**src/ufc_pkg.sv**
```systemverilog
package ufc_pkg;

  // ***************************************************************
  // register map (word indices, byte address is index times four)
  // ***************************************************************
  localparam int unsigned ADDR_W = 17;
  localparam logic [14:0] IDX_FMT = 15'h7050;
  localparam logic [14:0] IDX_DIV = 15'h7051;
  localparam logic [14:0] IDX_TXD = 15'h7052;
  localparam logic [14:0] IDX_RXD = 15'h7053;
  localparam logic [14:0] IDX_STAT = 15'h7054;

  // ***************************************************************
  // fields and reset values
  // ***************************************************************
  localparam int unsigned FMT_STOP2 = 7;
  localparam int unsigned FMT_EVEN = 6;
  localparam int unsigned FMT_PAR_ON = 5;
  localparam int unsigned FMT_LOOP = 4;
  localparam int unsigned FMT_ADDR_MODE = 3;
  localparam int unsigned FMT_LEN_HI = 2;
  localparam logic [7:0] FMT_RST = 8'h00;
  localparam logic [15:0] DIV_RST = 16'h0043;
  localparam int unsigned TXD_ADDR_BIT = 8;
  localparam int unsigned ST_TX_BUSY = 0;
  localparam int unsigned ST_RX_READY = 1;
  localparam int unsigned ST_PAR_ERR = 2;
  localparam int unsigned ST_FRM_ERR = 3;
  localparam logic [1:0] RESP_OKAY = 2'h0;
  localparam logic [1:0] RESP_SLVERR = 2'h2;

  // ***************************************************************
  // timing: sixteen baud ticks per bit
  // ***************************************************************
  localparam logic [3:0] TICK_MID = 4'h7;
  localparam logic [3:0] TICK_LAST = 4'hf;

  typedef enum logic [2:0] {ST_IDLE, ST_START, ST_DATA, ST_ADDR, ST_PAR, ST_STOP} ufc_bit_type;

  // parity over the live data bits, plus the address bit in address-bit mode
  function automatic logic ufc_parity(input logic [7:0] data, input logic [7:0] fmt,
                                      input logic addr_bit);
    logic acc;
    acc = 1'b0;
    for (int i = 0; i < 8; i++)
    begin
      if (3'(i) <= fmt[FMT_LEN_HI:0])
        acc = acc ^ data[i];
    end
    if (fmt[FMT_ADDR_MODE])
      acc = acc ^ addr_bit;
    ufc_parity = acc ^ ~fmt[FMT_EVEN];
  endfunction : ufc_parity

endpackage : ufc_pkg

```
**src/ufc_top.sv**
```systemverilog
// Operation
// - An eight-bit read/write format register holds stop count, parity polarity, parity on, loopback, protocol and length code, all zero after reset.
// - Transmit appends one stop bit when the stop count is 0 and two when it is 1.
// - The receiver checks only the first stop bit of each frame.
// - With parity on, polarity 0 gives odd and 1 gives even parity over the one bits of the character.
// - Parity on at 0 means no parity bit is sent and none is expected.
// - In address-bit protocol the address bit takes part in the parity on both directions.
// - Data bit positions beyond the character length stay out of the parity.
// - Loopback at 1 feeds the transmit output to the receive input internally.
`timescale 1ns/10ps
`default_nettype none
module ufc_top
  import ufc_pkg::*;
(
  input wire logic i_clk,
  input wire logic i_arst_n,
  input wire logic [ufc_pkg::ADDR_W-1:0] i_s_axi_awaddr,
  input wire logic i_s_axi_awvalid,
  output logic o_s_axi_awready,
  input wire logic [31:0] i_s_axi_wdata,
  input wire logic [3:0] i_s_axi_wstrb,
  input wire logic i_s_axi_wvalid,
  output logic o_s_axi_wready,
  output logic [1:0] o_s_axi_bresp,
  output logic o_s_axi_bvalid,
  input wire logic i_s_axi_bready,
  input wire logic [ufc_pkg::ADDR_W-1:0] i_s_axi_araddr,
  input wire logic i_s_axi_arvalid,
  output logic o_s_axi_arready,
  output logic [31:0] o_s_axi_rdata,
  output logic [1:0] o_s_axi_rresp,
  output logic o_s_axi_rvalid,
  input wire logic i_s_axi_rready,
  input wire logic i_rxd,
  output logic o_txd
);
  import ufc_pkg::*;

  // ***************************************************************
  // register addresses
  // ***************************************************************
  localparam logic [ADDR_W-1:0] A_FMT = {IDX_FMT, 2'b00};
  localparam logic [ADDR_W-1:0] A_DIV = {IDX_DIV, 2'b00};
  localparam logic [ADDR_W-1:0] A_TXD = {IDX_TXD, 2'b00};
  localparam logic [ADDR_W-1:0] A_RXD = {IDX_RXD, 2'b00};
  localparam logic [ADDR_W-1:0] A_STAT = {IDX_STAT, 2'b00};

  logic [7:0] frame_format_control;
  logic [15:0] baud_divisor;
  logic [7:0] tx_data;
  logic tx_addr_bit;
  logic tx_start;
  logic tx_busy;
  logic tx_line;
  logic rx_ready;
  logic par_err;
  logic frm_err;
  logic [7:0] rx_data;
  logic rx_addr_bit;
  logic rx_par_err;
  logic rx_frm_err;
  logic rx_done;
  logic [2:0] rxd_sync;
  logic rxd_clean;
  logic rx_line;
  logic [15:0] div_cnt;
  logic baud_tick;
  logic wr_go;
  logic rd_go;
  logic [ADDR_W-1:0] wr_addr;
  logic [ADDR_W-1:0] rd_addr;
  logic wr_hit;
  logic rd_hit;
  logic rd_rxd;
  logic clr_stat;
  logic [31:0] next_rdata;

  // ***************************************************************
  // receive pin synchroniser and loopback
  // ***************************************************************
  always_ff @(posedge i_clk or negedge i_arst_n)
  begin
    if (!i_arst_n)
      rxd_sync <= 3'h7;
    else
      rxd_sync <= {rxd_sync[1:0], i_rxd};
  end

  // a level counts only once the second and third stage agree
  always_ff @(posedge i_clk or negedge i_arst_n)
  begin
    if (!i_arst_n)
      rxd_clean <= 1'b1;
    else if (rxd_sync[1] == rxd_sync[2])
      rxd_clean <= rxd_sync[2];
  end

  // in loopback the pin idles high so the far end sees no traffic
  assign rx_line = frame_format_control[FMT_LOOP] ? tx_line : rxd_clean;

  always_ff @(posedge i_clk or negedge i_arst_n)
  begin
    if (!i_arst_n)
      o_txd <= 1'b1;
    else
      o_txd <= frame_format_control[FMT_LOOP] ? 1'b1 : tx_line;
  end

  // ***************************************************************
  // baud tick, sixteen per bit
  // ***************************************************************
  always_ff @(posedge i_clk or negedge i_arst_n)
  begin
    if (!i_arst_n)
    begin
      div_cnt <= 16'h0000;
      baud_tick <= 1'b0;
    end
    else if (div_cnt >= baud_divisor)
    begin
      div_cnt <= 16'h0000;
      baud_tick <= 1'b1;
    end
    else
    begin
      div_cnt <= div_cnt + 16'h0001;
      baud_tick <= 1'b0;
    end
  end

  // ***************************************************************
  // axi4-lite write channel
  // ***************************************************************
  // address and data are taken together; a lone one waits for its partner
  assign wr_go = i_s_axi_awvalid && i_s_axi_wvalid && !o_s_axi_bvalid;
  assign o_s_axi_awready = wr_go;
  assign o_s_axi_wready = wr_go;
  assign wr_addr = {i_s_axi_awaddr[ADDR_W-1:2], 2'b00};
  assign wr_hit = (wr_addr == A_FMT) || (wr_addr == A_DIV) || (wr_addr == A_TXD)
                  || (wr_addr == A_RXD) || (wr_addr == A_STAT);

  always_ff @(posedge i_clk or negedge i_arst_n)
  begin
    if (!i_arst_n)
    begin
      o_s_axi_bvalid <= 1'b0;
      o_s_axi_bresp <= RESP_OKAY;
    end
    else if (wr_go)
    begin
      o_s_axi_bvalid <= 1'b1;
      o_s_axi_bresp <= wr_hit ? RESP_OKAY : RESP_SLVERR;
    end
    else if (i_s_axi_bready)
      o_s_axi_bvalid <= 1'b0;
  end

  always_ff @(posedge i_clk or negedge i_arst_n)
  begin
    if (!i_arst_n)
      frame_format_control <= FMT_RST;
    else if (wr_go && wr_addr == A_FMT && i_s_axi_wstrb[0])
      frame_format_control <= i_s_axi_wdata[7:0];
  end

  always_ff @(posedge i_clk or negedge i_arst_n)
  begin
    if (!i_arst_n)
      baud_divisor <= DIV_RST;
    else if (wr_go && wr_addr == A_DIV)
    begin
      if (i_s_axi_wstrb[0])
        baud_divisor[7:0] <= i_s_axi_wdata[7:0];
      if (i_s_axi_wstrb[1])
        baud_divisor[15:8] <= i_s_axi_wdata[15:8];
    end
  end

  // a write while the transmitter is busy is dropped; software polls busy
  always_ff @(posedge i_clk or negedge i_arst_n)
  begin
    if (!i_arst_n)
    begin
      tx_data <= 8'h00;
      tx_addr_bit <= 1'b0;
      tx_start <= 1'b0;
    end
    else
    begin
      tx_start <= 1'b0;
      if (wr_go && wr_addr == A_TXD && i_s_axi_wstrb[0] && !tx_busy && !tx_start)
      begin
        tx_data <= i_s_axi_wdata[7:0];
        tx_addr_bit <= i_s_axi_wstrb[1] & i_s_axi_wdata[TXD_ADDR_BIT];
        tx_start <= 1'b1;
      end
    end
  end

  // ***************************************************************
  // axi4-lite read channel
  // ***************************************************************
  assign rd_go = i_s_axi_arvalid && !o_s_axi_rvalid;
  assign o_s_axi_arready = rd_go;
  assign rd_addr = {i_s_axi_araddr[ADDR_W-1:2], 2'b00};
  assign rd_rxd = rd_go && (rd_addr == A_RXD);
  assign clr_stat = wr_go && (wr_addr == A_STAT) && i_s_axi_wstrb[0];

  always_comb
  begin
    next_rdata = 32'h0000_0000;
    rd_hit = 1'b1;
    case (rd_addr)
      A_FMT: next_rdata[7:0] = frame_format_control;
      A_DIV: next_rdata[15:0] = baud_divisor;
      A_TXD: next_rdata[8:0] = {tx_addr_bit, tx_data};
      A_RXD: next_rdata[8:0] = {rx_addr_bit, rx_data};
      A_STAT:
      begin
        next_rdata[ST_TX_BUSY] = tx_busy || tx_start;
        next_rdata[ST_RX_READY] = rx_ready;
        next_rdata[ST_PAR_ERR] = par_err;
        next_rdata[ST_FRM_ERR] = frm_err;
      end
      default: rd_hit = 1'b0;
    endcase
  end

  always_ff @(posedge i_clk or negedge i_arst_n)
  begin
    if (!i_arst_n)
    begin
      o_s_axi_rvalid <= 1'b0;
      o_s_axi_rdata <= 32'h0000_0000;
      o_s_axi_rresp <= RESP_OKAY;
    end
    else if (rd_go)
    begin
      o_s_axi_rvalid <= 1'b1;
      o_s_axi_rdata <= next_rdata;
      o_s_axi_rresp <= rd_hit ? RESP_OKAY : RESP_SLVERR;
    end
    else if (i_s_axi_rready)
      o_s_axi_rvalid <= 1'b0;
  end

  // ***************************************************************
  // sticky status: a new event beats a clear in the same cycle
  // ***************************************************************
  always_ff @(posedge i_clk or negedge i_arst_n)
  begin
    if (!i_arst_n)
      rx_ready <= 1'b0;
    else if (rx_done)
      rx_ready <= 1'b1;
    else if (rd_rxd)
      rx_ready <= 1'b0;
  end

  always_ff @(posedge i_clk or negedge i_arst_n)
  begin
    if (!i_arst_n)
    begin
      par_err <= 1'b0;
      frm_err <= 1'b0;
    end
    else
    begin
      if (rx_done && rx_par_err)
        par_err <= 1'b1;
      else if (clr_stat && i_s_axi_wdata[ST_PAR_ERR])
        par_err <= 1'b0;
      if (rx_done && rx_frm_err)
        frm_err <= 1'b1;
      else if (clr_stat && i_s_axi_wdata[ST_FRM_ERR])
        frm_err <= 1'b0;
    end
  end

  // ***************************************************************
  // shifters
  // ***************************************************************
  ufc_tx u_tx (
    .i_clk(i_clk),
    .i_arst_n(i_arst_n),
    .i_tick(baud_tick),
    .i_start(tx_start),
    .i_data(tx_data),
    .i_addr_bit(tx_addr_bit),
    .i_fmt(frame_format_control),
    .o_busy(tx_busy),
    .o_txd(tx_line)
  );

  ufc_rx u_rx (
    .i_clk(i_clk),
    .i_arst_n(i_arst_n),
    .i_tick(baud_tick),
    .i_line(rx_line),
    .i_fmt(frame_format_control),
    .o_data(rx_data),
    .o_addr_bit(rx_addr_bit),
    .o_par_err(rx_par_err),
    .o_frm_err(rx_frm_err),
    .o_done(rx_done)
  );
endmodule : ufc_top
`default_nettype wire

```
**src/ufc_tx.sv**
```systemverilog
`timescale 1ns/10ps
`default_nettype none
module ufc_tx
  import ufc_pkg::*;
(
  input wire logic i_clk,
  input wire logic i_arst_n,
  input wire logic i_tick,
  input wire logic i_start,
  input wire logic [7:0] i_data,
  input wire logic i_addr_bit,
  input wire logic [7:0] i_fmt,
  output logic o_busy,
  output logic o_txd
);
  ufc_bit_type state;
  logic [3:0] tick_cnt;
  logic [2:0] bit_cnt;
  logic [7:0] data;
  logic [7:0] fmt;
  logic addr_bit;
  logic second_stop;
  logic next_txd;
  logic bit_end;

  assign bit_end = i_tick && (tick_cnt == TICK_LAST);
  assign o_busy = (state != ST_IDLE);

  // format is latched per frame so a register write never tears a character
  always_ff @(posedge i_clk or negedge i_arst_n)
  begin
    if (!i_arst_n)
    begin
      state <= ST_IDLE;
      tick_cnt <= 4'h0;
      bit_cnt <= 3'h0;
      data <= 8'h00;
      fmt <= 8'h00;
      addr_bit <= 1'b0;
      second_stop <= 1'b0;
    end
    else if (state == ST_IDLE)
    begin
      tick_cnt <= 4'h0;
      bit_cnt <= 3'h0;
      second_stop <= 1'b0;
      if (i_start)
      begin
        state <= ST_START;
        data <= i_data;
        fmt <= i_fmt;
        addr_bit <= i_addr_bit;
      end
    end
    else if (i_tick)
    begin
      tick_cnt <= tick_cnt + 4'h1;
      if (bit_end)
      begin
        case (state)
          ST_START: state <= ST_DATA;
          ST_DATA:
          begin
            bit_cnt <= bit_cnt + 3'h1;
            if (bit_cnt == fmt[FMT_LEN_HI:0])
              state <= fmt[FMT_ADDR_MODE] ? ST_ADDR
                     : (fmt[FMT_PAR_ON] ? ST_PAR : ST_STOP);
          end
          ST_ADDR: state <= fmt[FMT_PAR_ON] ? ST_PAR : ST_STOP;
          ST_PAR: state <= ST_STOP;
          ST_STOP:
          begin
            if (fmt[FMT_STOP2] && !second_stop)
              second_stop <= 1'b1;
            else
              state <= ST_IDLE;
          end
          default: state <= ST_IDLE;
        endcase
      end
    end
  end

  always_comb
  begin
    case (state)
      ST_START: next_txd = 1'b0;
      ST_DATA: next_txd = data[bit_cnt];
      ST_ADDR: next_txd = addr_bit;
      ST_PAR: next_txd = ufc_parity(data, fmt, addr_bit);
      default: next_txd = 1'b1;
    endcase
  end

  always_ff @(posedge i_clk or negedge i_arst_n)
  begin
    if (!i_arst_n)
      o_txd <= 1'b1;
    else
      o_txd <= next_txd;
  end
endmodule : ufc_tx
`default_nettype wire

```
**src/ufc_rx.sv**
```systemverilog
`timescale 1ns/10ps
`default_nettype none
module ufc_rx
  import ufc_pkg::*;
(
  input wire logic i_clk,
  input wire logic i_arst_n,
  input wire logic i_tick,
  input wire logic i_line,
  input wire logic [7:0] i_fmt,
  output logic [7:0] o_data,
  output logic o_addr_bit,
  output logic o_par_err,
  output logic o_frm_err,
  output logic o_done
);
  ufc_bit_type state;
  logic [3:0] tick_cnt;
  logic [2:0] bit_cnt;
  logic [7:0] fmt;
  logic sample;

  assign sample = i_tick && (tick_cnt == TICK_LAST);

  always_ff @(posedge i_clk or negedge i_arst_n)
  begin
    if (!i_arst_n)
    begin
      state <= ST_IDLE;
      tick_cnt <= 4'h0;
      bit_cnt <= 3'h0;
      fmt <= 8'h00;
      o_data <= 8'h00;
      o_addr_bit <= 1'b0;
      o_par_err <= 1'b0;
      o_frm_err <= 1'b0;
      o_done <= 1'b0;
    end
    else
    begin
      o_done <= 1'b0;
      case (state)
        ST_IDLE:
        begin
          tick_cnt <= 4'h0;
          bit_cnt <= 3'h0;
          if (!i_line)
          begin
            state <= ST_START;
            fmt <= i_fmt;
            o_data <= 8'h00;
            o_addr_bit <= 1'b0;
          end
        end
        ST_START:
        begin
          if (i_tick)
          begin
            tick_cnt <= tick_cnt + 4'h1;
            if (tick_cnt == TICK_MID)
            begin
              tick_cnt <= 4'h0;
              state <= i_line ? ST_IDLE : ST_DATA;
            end
          end
        end
        default:
        begin
          if (i_tick)
            tick_cnt <= tick_cnt + 4'h1;
          if (sample)
          begin
            case (state)
              ST_DATA:
              begin
                o_data[bit_cnt] <= i_line;
                bit_cnt <= bit_cnt + 3'h1;
                if (bit_cnt == fmt[FMT_LEN_HI:0])
                  state <= fmt[FMT_ADDR_MODE] ? ST_ADDR
                         : (fmt[FMT_PAR_ON] ? ST_PAR : ST_STOP);
              end
              ST_ADDR:
              begin
                o_addr_bit <= i_line;
                state <= fmt[FMT_PAR_ON] ? ST_PAR : ST_STOP;
              end
              ST_PAR:
              begin
                o_par_err <= (i_line != ufc_parity(o_data, fmt, o_addr_bit));
                state <= ST_STOP;
              end
              ST_STOP:
              begin
                // only the first stop bit is looked at, whatever the setting
                o_frm_err <= !i_line;
                o_done <= 1'b1;
                state <= ST_IDLE;
              end
              default: state <= ST_IDLE;
            endcase
          end
        end
      endcase
      if (state == ST_IDLE && !i_line)
        o_par_err <= 1'b0;
    end
  end
endmodule : ufc_rx
`default_nettype wire

```
**config.mk**
```make
export PLATFORM = sky130hd
export DESIGN_NAME = ufc_top
export DESIGN_NICKNAME = d
export VERILOG_FILES = /design/src/ufc_pkg.sv /design/src/ufc_top.sv /design/src/ufc_tx.sv /design/src/ufc_rx.sv
export SDC_FILE = /design/constraint.sdc
export NUM_CORES = 1
export LEC_CHECK = 0
export BUFFER_PORTS_ARGS = -buffer_cell sky130_fd_sc_hd__clkbuf_2
export CAP_MARGIN = 20
export CORE_MARGIN = 2
export CORE_UTILIZATION = 57
export DETAILED_ROUTE_END_ITERATION = 8
export GPL_ROUTABILITY_DRIVEN = 0
export PLACE_DENSITY = 0.81
export SYNTH_ARGS = -nofsm -noshare
export SYNTH_HDL_FRONTEND = slang
export SYNTH_SLANG_ARGS = --single-unit
```
**constraint.sdc**
```tcl
create_clock -name i_clk -period 2.9 [get_ports i_clk]
set_input_delay 0.725 -clock i_clk [delete_from_list [all_inputs] [get_ports i_clk]]
set_output_delay 0.725 -clock i_clk [all_outputs]
set_load 0.03 [all_outputs]
```
=== Word level (Yosys, flattened, before mapping) ===
Cells that the tools add are included.

* Bits in registers: 139
* Input bits: 78
* Output and inout port bits: 42
* Logic and storage cells: 323

* Add/subtract/negate cells: 5
* Order comparisons: 20
* Equality and inequality tests: 35
* Mux-type cells: 134
* Bitwise operators: 24
* Reduce and logical (&&, ||, !) cells: 69

{| class="wikitable"
|+ Operators by type and width
! kind !! count
|-
| equality test 15 bit (second input constant) || 10
|-
| two-way mux 1 bit || 88
|-
| two-way mux 3 bit || 19
|-
| nonzero test 2 bit || 16
|-
| less-or-equal comparator 3 bit (first input constant) || 8
|-
| two-way mux 8 bit || 3
|-
| logical AND 1 bit || 22
|-
| two-way mux 4 bit || 5
|-
| case mux 4 bit (5 select lines) || 1
|-
| XOR 1 bit || 18
|-
| adder 16 x 1 -> 16 bit (second input constant) || 1
|-
| >= comparator 16 bit || 1
|-
| two-way mux 16 bit || 1
|-
| case mux 4 bit (4 select lines) || 1
|-
| case mux 8 bit (2 select lines) || 1
|-
| case mux 3 bit (5 select lines) || 1
|-
| equality test 3 x 2 -> 1 bit (second input constant) || 4
|-
| equality test 3 bit (second input constant) || 4
|-
| less-or-equal comparator 1 x 3 -> 1 bit (first input constant) || 4
|-
| less-or-equal comparator 2 x 3 -> 1 bit (first input constant) || 4
|-
| case mux 3 bit (2 select lines) || 2
|-
| AND reduction 3 bit || 4
|-
| AND reduction 4 bit || 3
|-
| AND reduction 2 bit || 5
|-
| 34 further kinds || 61
|}

=== Depth between registers and ports, before layout ===
* Depth in word-level cells: 51
* Gate-level depth with buffers: 10
* Mapped depth without buffers: 8

=== Cells and area by module ===
From an unflattened synthesis, not the netlist that was laid out.

* Cell total of the unflattened synthesis: 673
* Area, all modules: 7298.2 um2

{| class="wikitable"
|+ Modules (own cells, without submodules)
! module !! instances !! cells each !! area each (um2) !! seq. area each (um2)
|-
| ufc_top || 1 || 357 || 4130.2 || 1986.9
|-
| ufc_rx || 1 || 175 || 1595.3 || 700.7
|-
| ufc_tx || 1 || 141 || 1572.8 || 701.9
|}

=== Least setup slack after synthesis ===
OpenSTA, ideal clock, no wires.

* Kind: input to register
* Start: input port i_s_axi_araddr[5] (netlist name)
* End: register o_s_axi_rdata[10]
* Library setup time: 68 ps
* Arrival time: 2322 ps
* Data required time: 2832 ps
* Path slack: 510 ps
* Stages: 5
* Buffers on the path: 0
* Path through: or4b_2 > nor2_1 > nand3_1 > nor3_1 > a22o_1

* Word-level cells in the longest chain between the ends: 2

{| class="wikitable"
|+ Ends and longest elaborated chain
! what !! line !! RTL
|-
| start, declared || ufc_top.sv:27 || <nowiki>input wire logic [ufc_pkg::ADDR_W-1:0] i_s_axi_araddr,</nowiki>
|-
| equality test 15 bit || ufc_top.sv:213 || <nowiki>case (rd_addr)</nowiki>
|-
| two-way mux 7 bit || ufc_top.sv:213 ||
|-
| end signal, assigned || ufc_top.sv:240 || <nowiki>o_s_axi_rdata <= next_rdata;</nowiki>
|-
| end, declared || ufc_top.sv:30 || <nowiki>output logic [31:0] o_s_axi_rdata,</nowiki>
|}

No other way between the ends.
A chain may end at the register's enable or synchronous reset.

=== Final worst setup path ===
* Start: register u_tx.state[0]
* End: register tx_data[5]

* Word-level cells in the longest chain between the ends: 4

{| class="wikitable"
|+ Ends and longest elaborated chain
! what !! line !! RTL
|-
| start, declared || ufc_tx.sv:16 || <nowiki>ufc_bit_type state;</nowiki>
|-
| start signal, assigned || ufc_tx.sv:66 || <nowiki>state <= fmt[FMT_ADDR_MODE] ? ST_ADDR</nowiki>
|-
| start signal, assigned || ufc_tx.sv:69 || <nowiki>ST_ADDR: state <= fmt[FMT_PAR_ON] ? ST_PAR : ST_STOP;</nowiki>
|-
| nonzero test 3 bit || ufc_tx.sv:27 || <nowiki>assign o_busy = (state != ST_IDLE);</nowiki>
|-
| zero test 1 bit || ufc_top.sv:191 || <nowiki>if (wr_go && wr_addr == A_TXD && i_s_axi_wstrb[0] && !tx_busy && !tx_start)</nowiki>
|-
| logical AND 1 bit (2 in series) || ufc_top.sv:191 ||
|-
| end signal, assigned || ufc_top.sv:193 || <nowiki>tx_data <= i_s_axi_wdata[7:0];</nowiki>
|-
| end, declared || ufc_top.sv:50 || <nowiki>logic [7:0] tx_data;</nowiki>
|}

No other way between the ends.

==> run_results.csv <==
group,metric,value,unit
synthesis,synth_area_leaders,"dfrtp_1 44%, mux2_2 7.5%, ha_1 3.7%, o21ai_0 3.6%, nor2_1 3.5%",
power_and_ir_drop,peakVddDrop,0.4441,mV
setup_path,startpoint,"u_tx.state[0]",
global_routing,grt_overflow,0,
detailed_routing,drtIter0Drc,716,
timing,period_share,89.09,%
floorplan,coreArea,12110,sq um
finish,drive_gt1_share,25.03,%
floorplan,die_w,116.1,um
finish,final_core_util,68.01,%
timing,setup_tns,0,ps
setup_path,critPathCaptureType,"flop",
setup_path,worstPathMaxFanout,11,
finish,antenna_cells,0,
floorplan,rows,40,
setup_path,cp_slowest_cell,"or3_1",
synthesis,syn_area_per_cell,10.35,sq um
floorplan,boundaryPins,120,
synthesis,synth_top_area_cell,"dfrtp_1",
timing,grt_setup_unrepaired,"false",
global_routing,grt_pass1_wl,27760,um
synthesis,synth_flop_cell,"dfrtp_1",
timing,drv_slew,0,
synthesis,syn_area,7159,sq um
clock_network,cts_resized,0,
finish,regArea,3390,sq um
synthesis,yosysTopAreaCellShare,44.04,%
outcome,status,"complete, no violations",
synthesis,synth_edf_count,0,
place,post-dp-hpwl,12440,um
timing,fmax,0.3871,GHz
setup_path,rr_startpoint,"u_tx.state[0]",
clock_network,root_buffer,"clkbuf_16",
power_and_ir_drop,powerDensity,567.1,nW/um^2
clock_network,hold_buffers,0,
floorplan,die_area,13470,sq um
synthesis,synth_seq_cells,135,
setup_path,rrSetupSlack,320,ps
job,drv_cap,0,
detailed_routing,antenna_left,0,
setup_path,slowest_delay,470,ps
detailed_routing,via_per_inst,6.010,
setup_path,worstSetupPathType,"reg2reg",
setup_path,critical_path.endpoint,"tx_data[5]",
detailed_routing,vias,5667,
clock_network,cts-htree-levels,4,
timing,worstMarginPinSlew,762.5,ps
clock_network,postCtsSetupBuffers,0,
place,io_buffers,79,
timing,fin_skew,8.468,ps
clock_network,cts_made_buffers,17,
setup_path,crit_chain,"or2_1 -> or3_1 -> or3b_4 -> nor4_4 -> buf_4 -> mux2_2",
synthesis,ys_seq_area_share,47.34,%
power_and_ir_drop,power,4.671,mW
clock_network,clockBufferDepth,2,
global_routing,grt_max_degree,71,
timing,slew_headroom,49.16,%
detailed_routing,post_drt_wl_per_cell,18.20,um
synthesis,postSynthCellCount,692,
clock_network,clk_pin_slew,50,ps
finish,nFillCells,853,
synthesis,synth-async-reset-ratio,100.0,%
floorplan,start_util,59.11,%
synthesis,synth_warnings,0,
min_path,hold_class,"in2async",
timing,hold_violations,0,
finish,fin_nets,861,
timing,setup_viol,0,
synthesis,ys_types,68,
power_and_ir_drop,leakage,3.964,nW
setup_path,start_kind,"flop",
global_routing,grt_pass1_vias,5460,
clock_network,clk_latency,420,ps
finish,multi_input_area,3428,sq um
detailed_routing,remaining_drc_errors,0,
timing,period_minus_slack,2584,ps
finish,syn2layout_area_growth,15.05,%
detailed_routing,routed_wirelength,17160,um
global_routing,antenna_found_initial,0,
clock_network,clock-sinks,135,
setup_path,r2r-end,"tx_data[5]",
setup_path,arrival,2880,ps
global_routing,grt_usage,27.00,%
detailed_routing,dr.pass1.iters,5,
setup_path,required,3200,ps
setup_path,r2r_cells,6,
clock_network,cts_tree,"yes",
floorplan,die_h,116.1,um
logic make-up after synthesis:
family	share of synthesized area (%)
AOI/OAI and AO/OA	11.71
xor gates and xnor gates	4.352
adders and majority gates	3.950
buffers and inverters	5.662
DFF	47.34
muxes	11.25
other	0.05238
and+or+nand+nor	15.68
through the flow:
step	std cells	instance area (sq um)	setup slack, ps	hold slack (ps)
6_report	943	8237	316.4	300.2
3_3_place_gp	911	7619	358.5	346.6
3_5_place_dp	911	7619	267.9	347.2
4_1_cts	943	8237	330.5	336.2
5_1_grt	943	8237	246.5	361.3
2_1_floorplan	709	7223	510.3	345.2
worst max-delay path, delay by kind of cell, from the launching register on:
kind	cells	cell delay, ps
buffers and inverters	1	250
DFF	1	450
muxes	1	360
and+or+nand+nor	4	1400
layout by cell type (no fill, tap or decap), types with 20 or more instances in the layout:
master,count
mux2_2,48
nand3_1,33
inv_1,33
clkbuf_2,78
xnor2_1,20
nand2_1,54
nor2_1,67
ha_1,21
dfrtp_1,126
o21ai_0,52
power by group:
part	total, mW	switching (mW)	internal, mW
Clock	2.26	0.780	1.48
Combinational	0.434	0.307	0.127
Sequential	1.98	0.0366	1.94
Total	4.67	1.12	3.55
registers in the layout, indices dropped and copies added (netlist names), 4 cells and up:
| register | flops |
|---|---|
| u_tx.data | 8 |
| u_rx.tick_cnt | 4 |
| u_rx.fmt | 6 |
| u_tx.fmt | 7 |
| div_cnt | 16 |
| o_s_axi_rdata | 16 |
| tx_data | 8 |
| baud_divisor | 16 |
| u_rx.o_data | 8 |
| frame_format_control | 8 |
| u_tx.tick_cnt | 4 |
worst min path at each step:
stage | from | end | depth (start not counted) | slack (ps)
after floorplan | rxd_sync[0] | rxd_sync[1] | 0 | 350
after global placement | rxd_sync[0] | rxd_sync[1] | 0 | 350
after detailed placement | rxd_sync[0] | rxd_sync[1] | 0 | 350
after CTS | i_arst_n | u_tx.state[2] | 1 | 340
after global routing | i_arst_n | u_tx.state[1] | 1 | 360
final | i_arst_n | u_tx.state[2] | 1 | 300
metal layers:
metal	vias to the layer above	share of wire, %	global-route usage (%)
met2	265	50	43.51
met5	-	0	0
li1	2576	-	-
met1	2792	42	36.73
met4	0	1.9	8.333
met3	34	6.5	6.328
synthesized netlist by cell type (10+ instances only):
master and instances:
a21oi_1 15, buf_4 19, clkbuf_1 28, dfrtp_1 126, ha_1 21, inv_1 33, mux2_2 48, mux4_2 10
nand2_1 54, nand3_1 33, nand4_1 10, nor2_1 67, nor3_1 14, o21ai_0 52, xnor2_1 20, xor2_1 13
layout make-up:
type,count,share of cell area [%]
tap,168,2.552
clock inverter,9,1.823
timing repair buffer,86,5.666
multi-input combinational,489,41.62
inverter,33,1.504
sequential,135,41.15
clock buffer,23,5.681
Power figures use the tool's default switching activity.
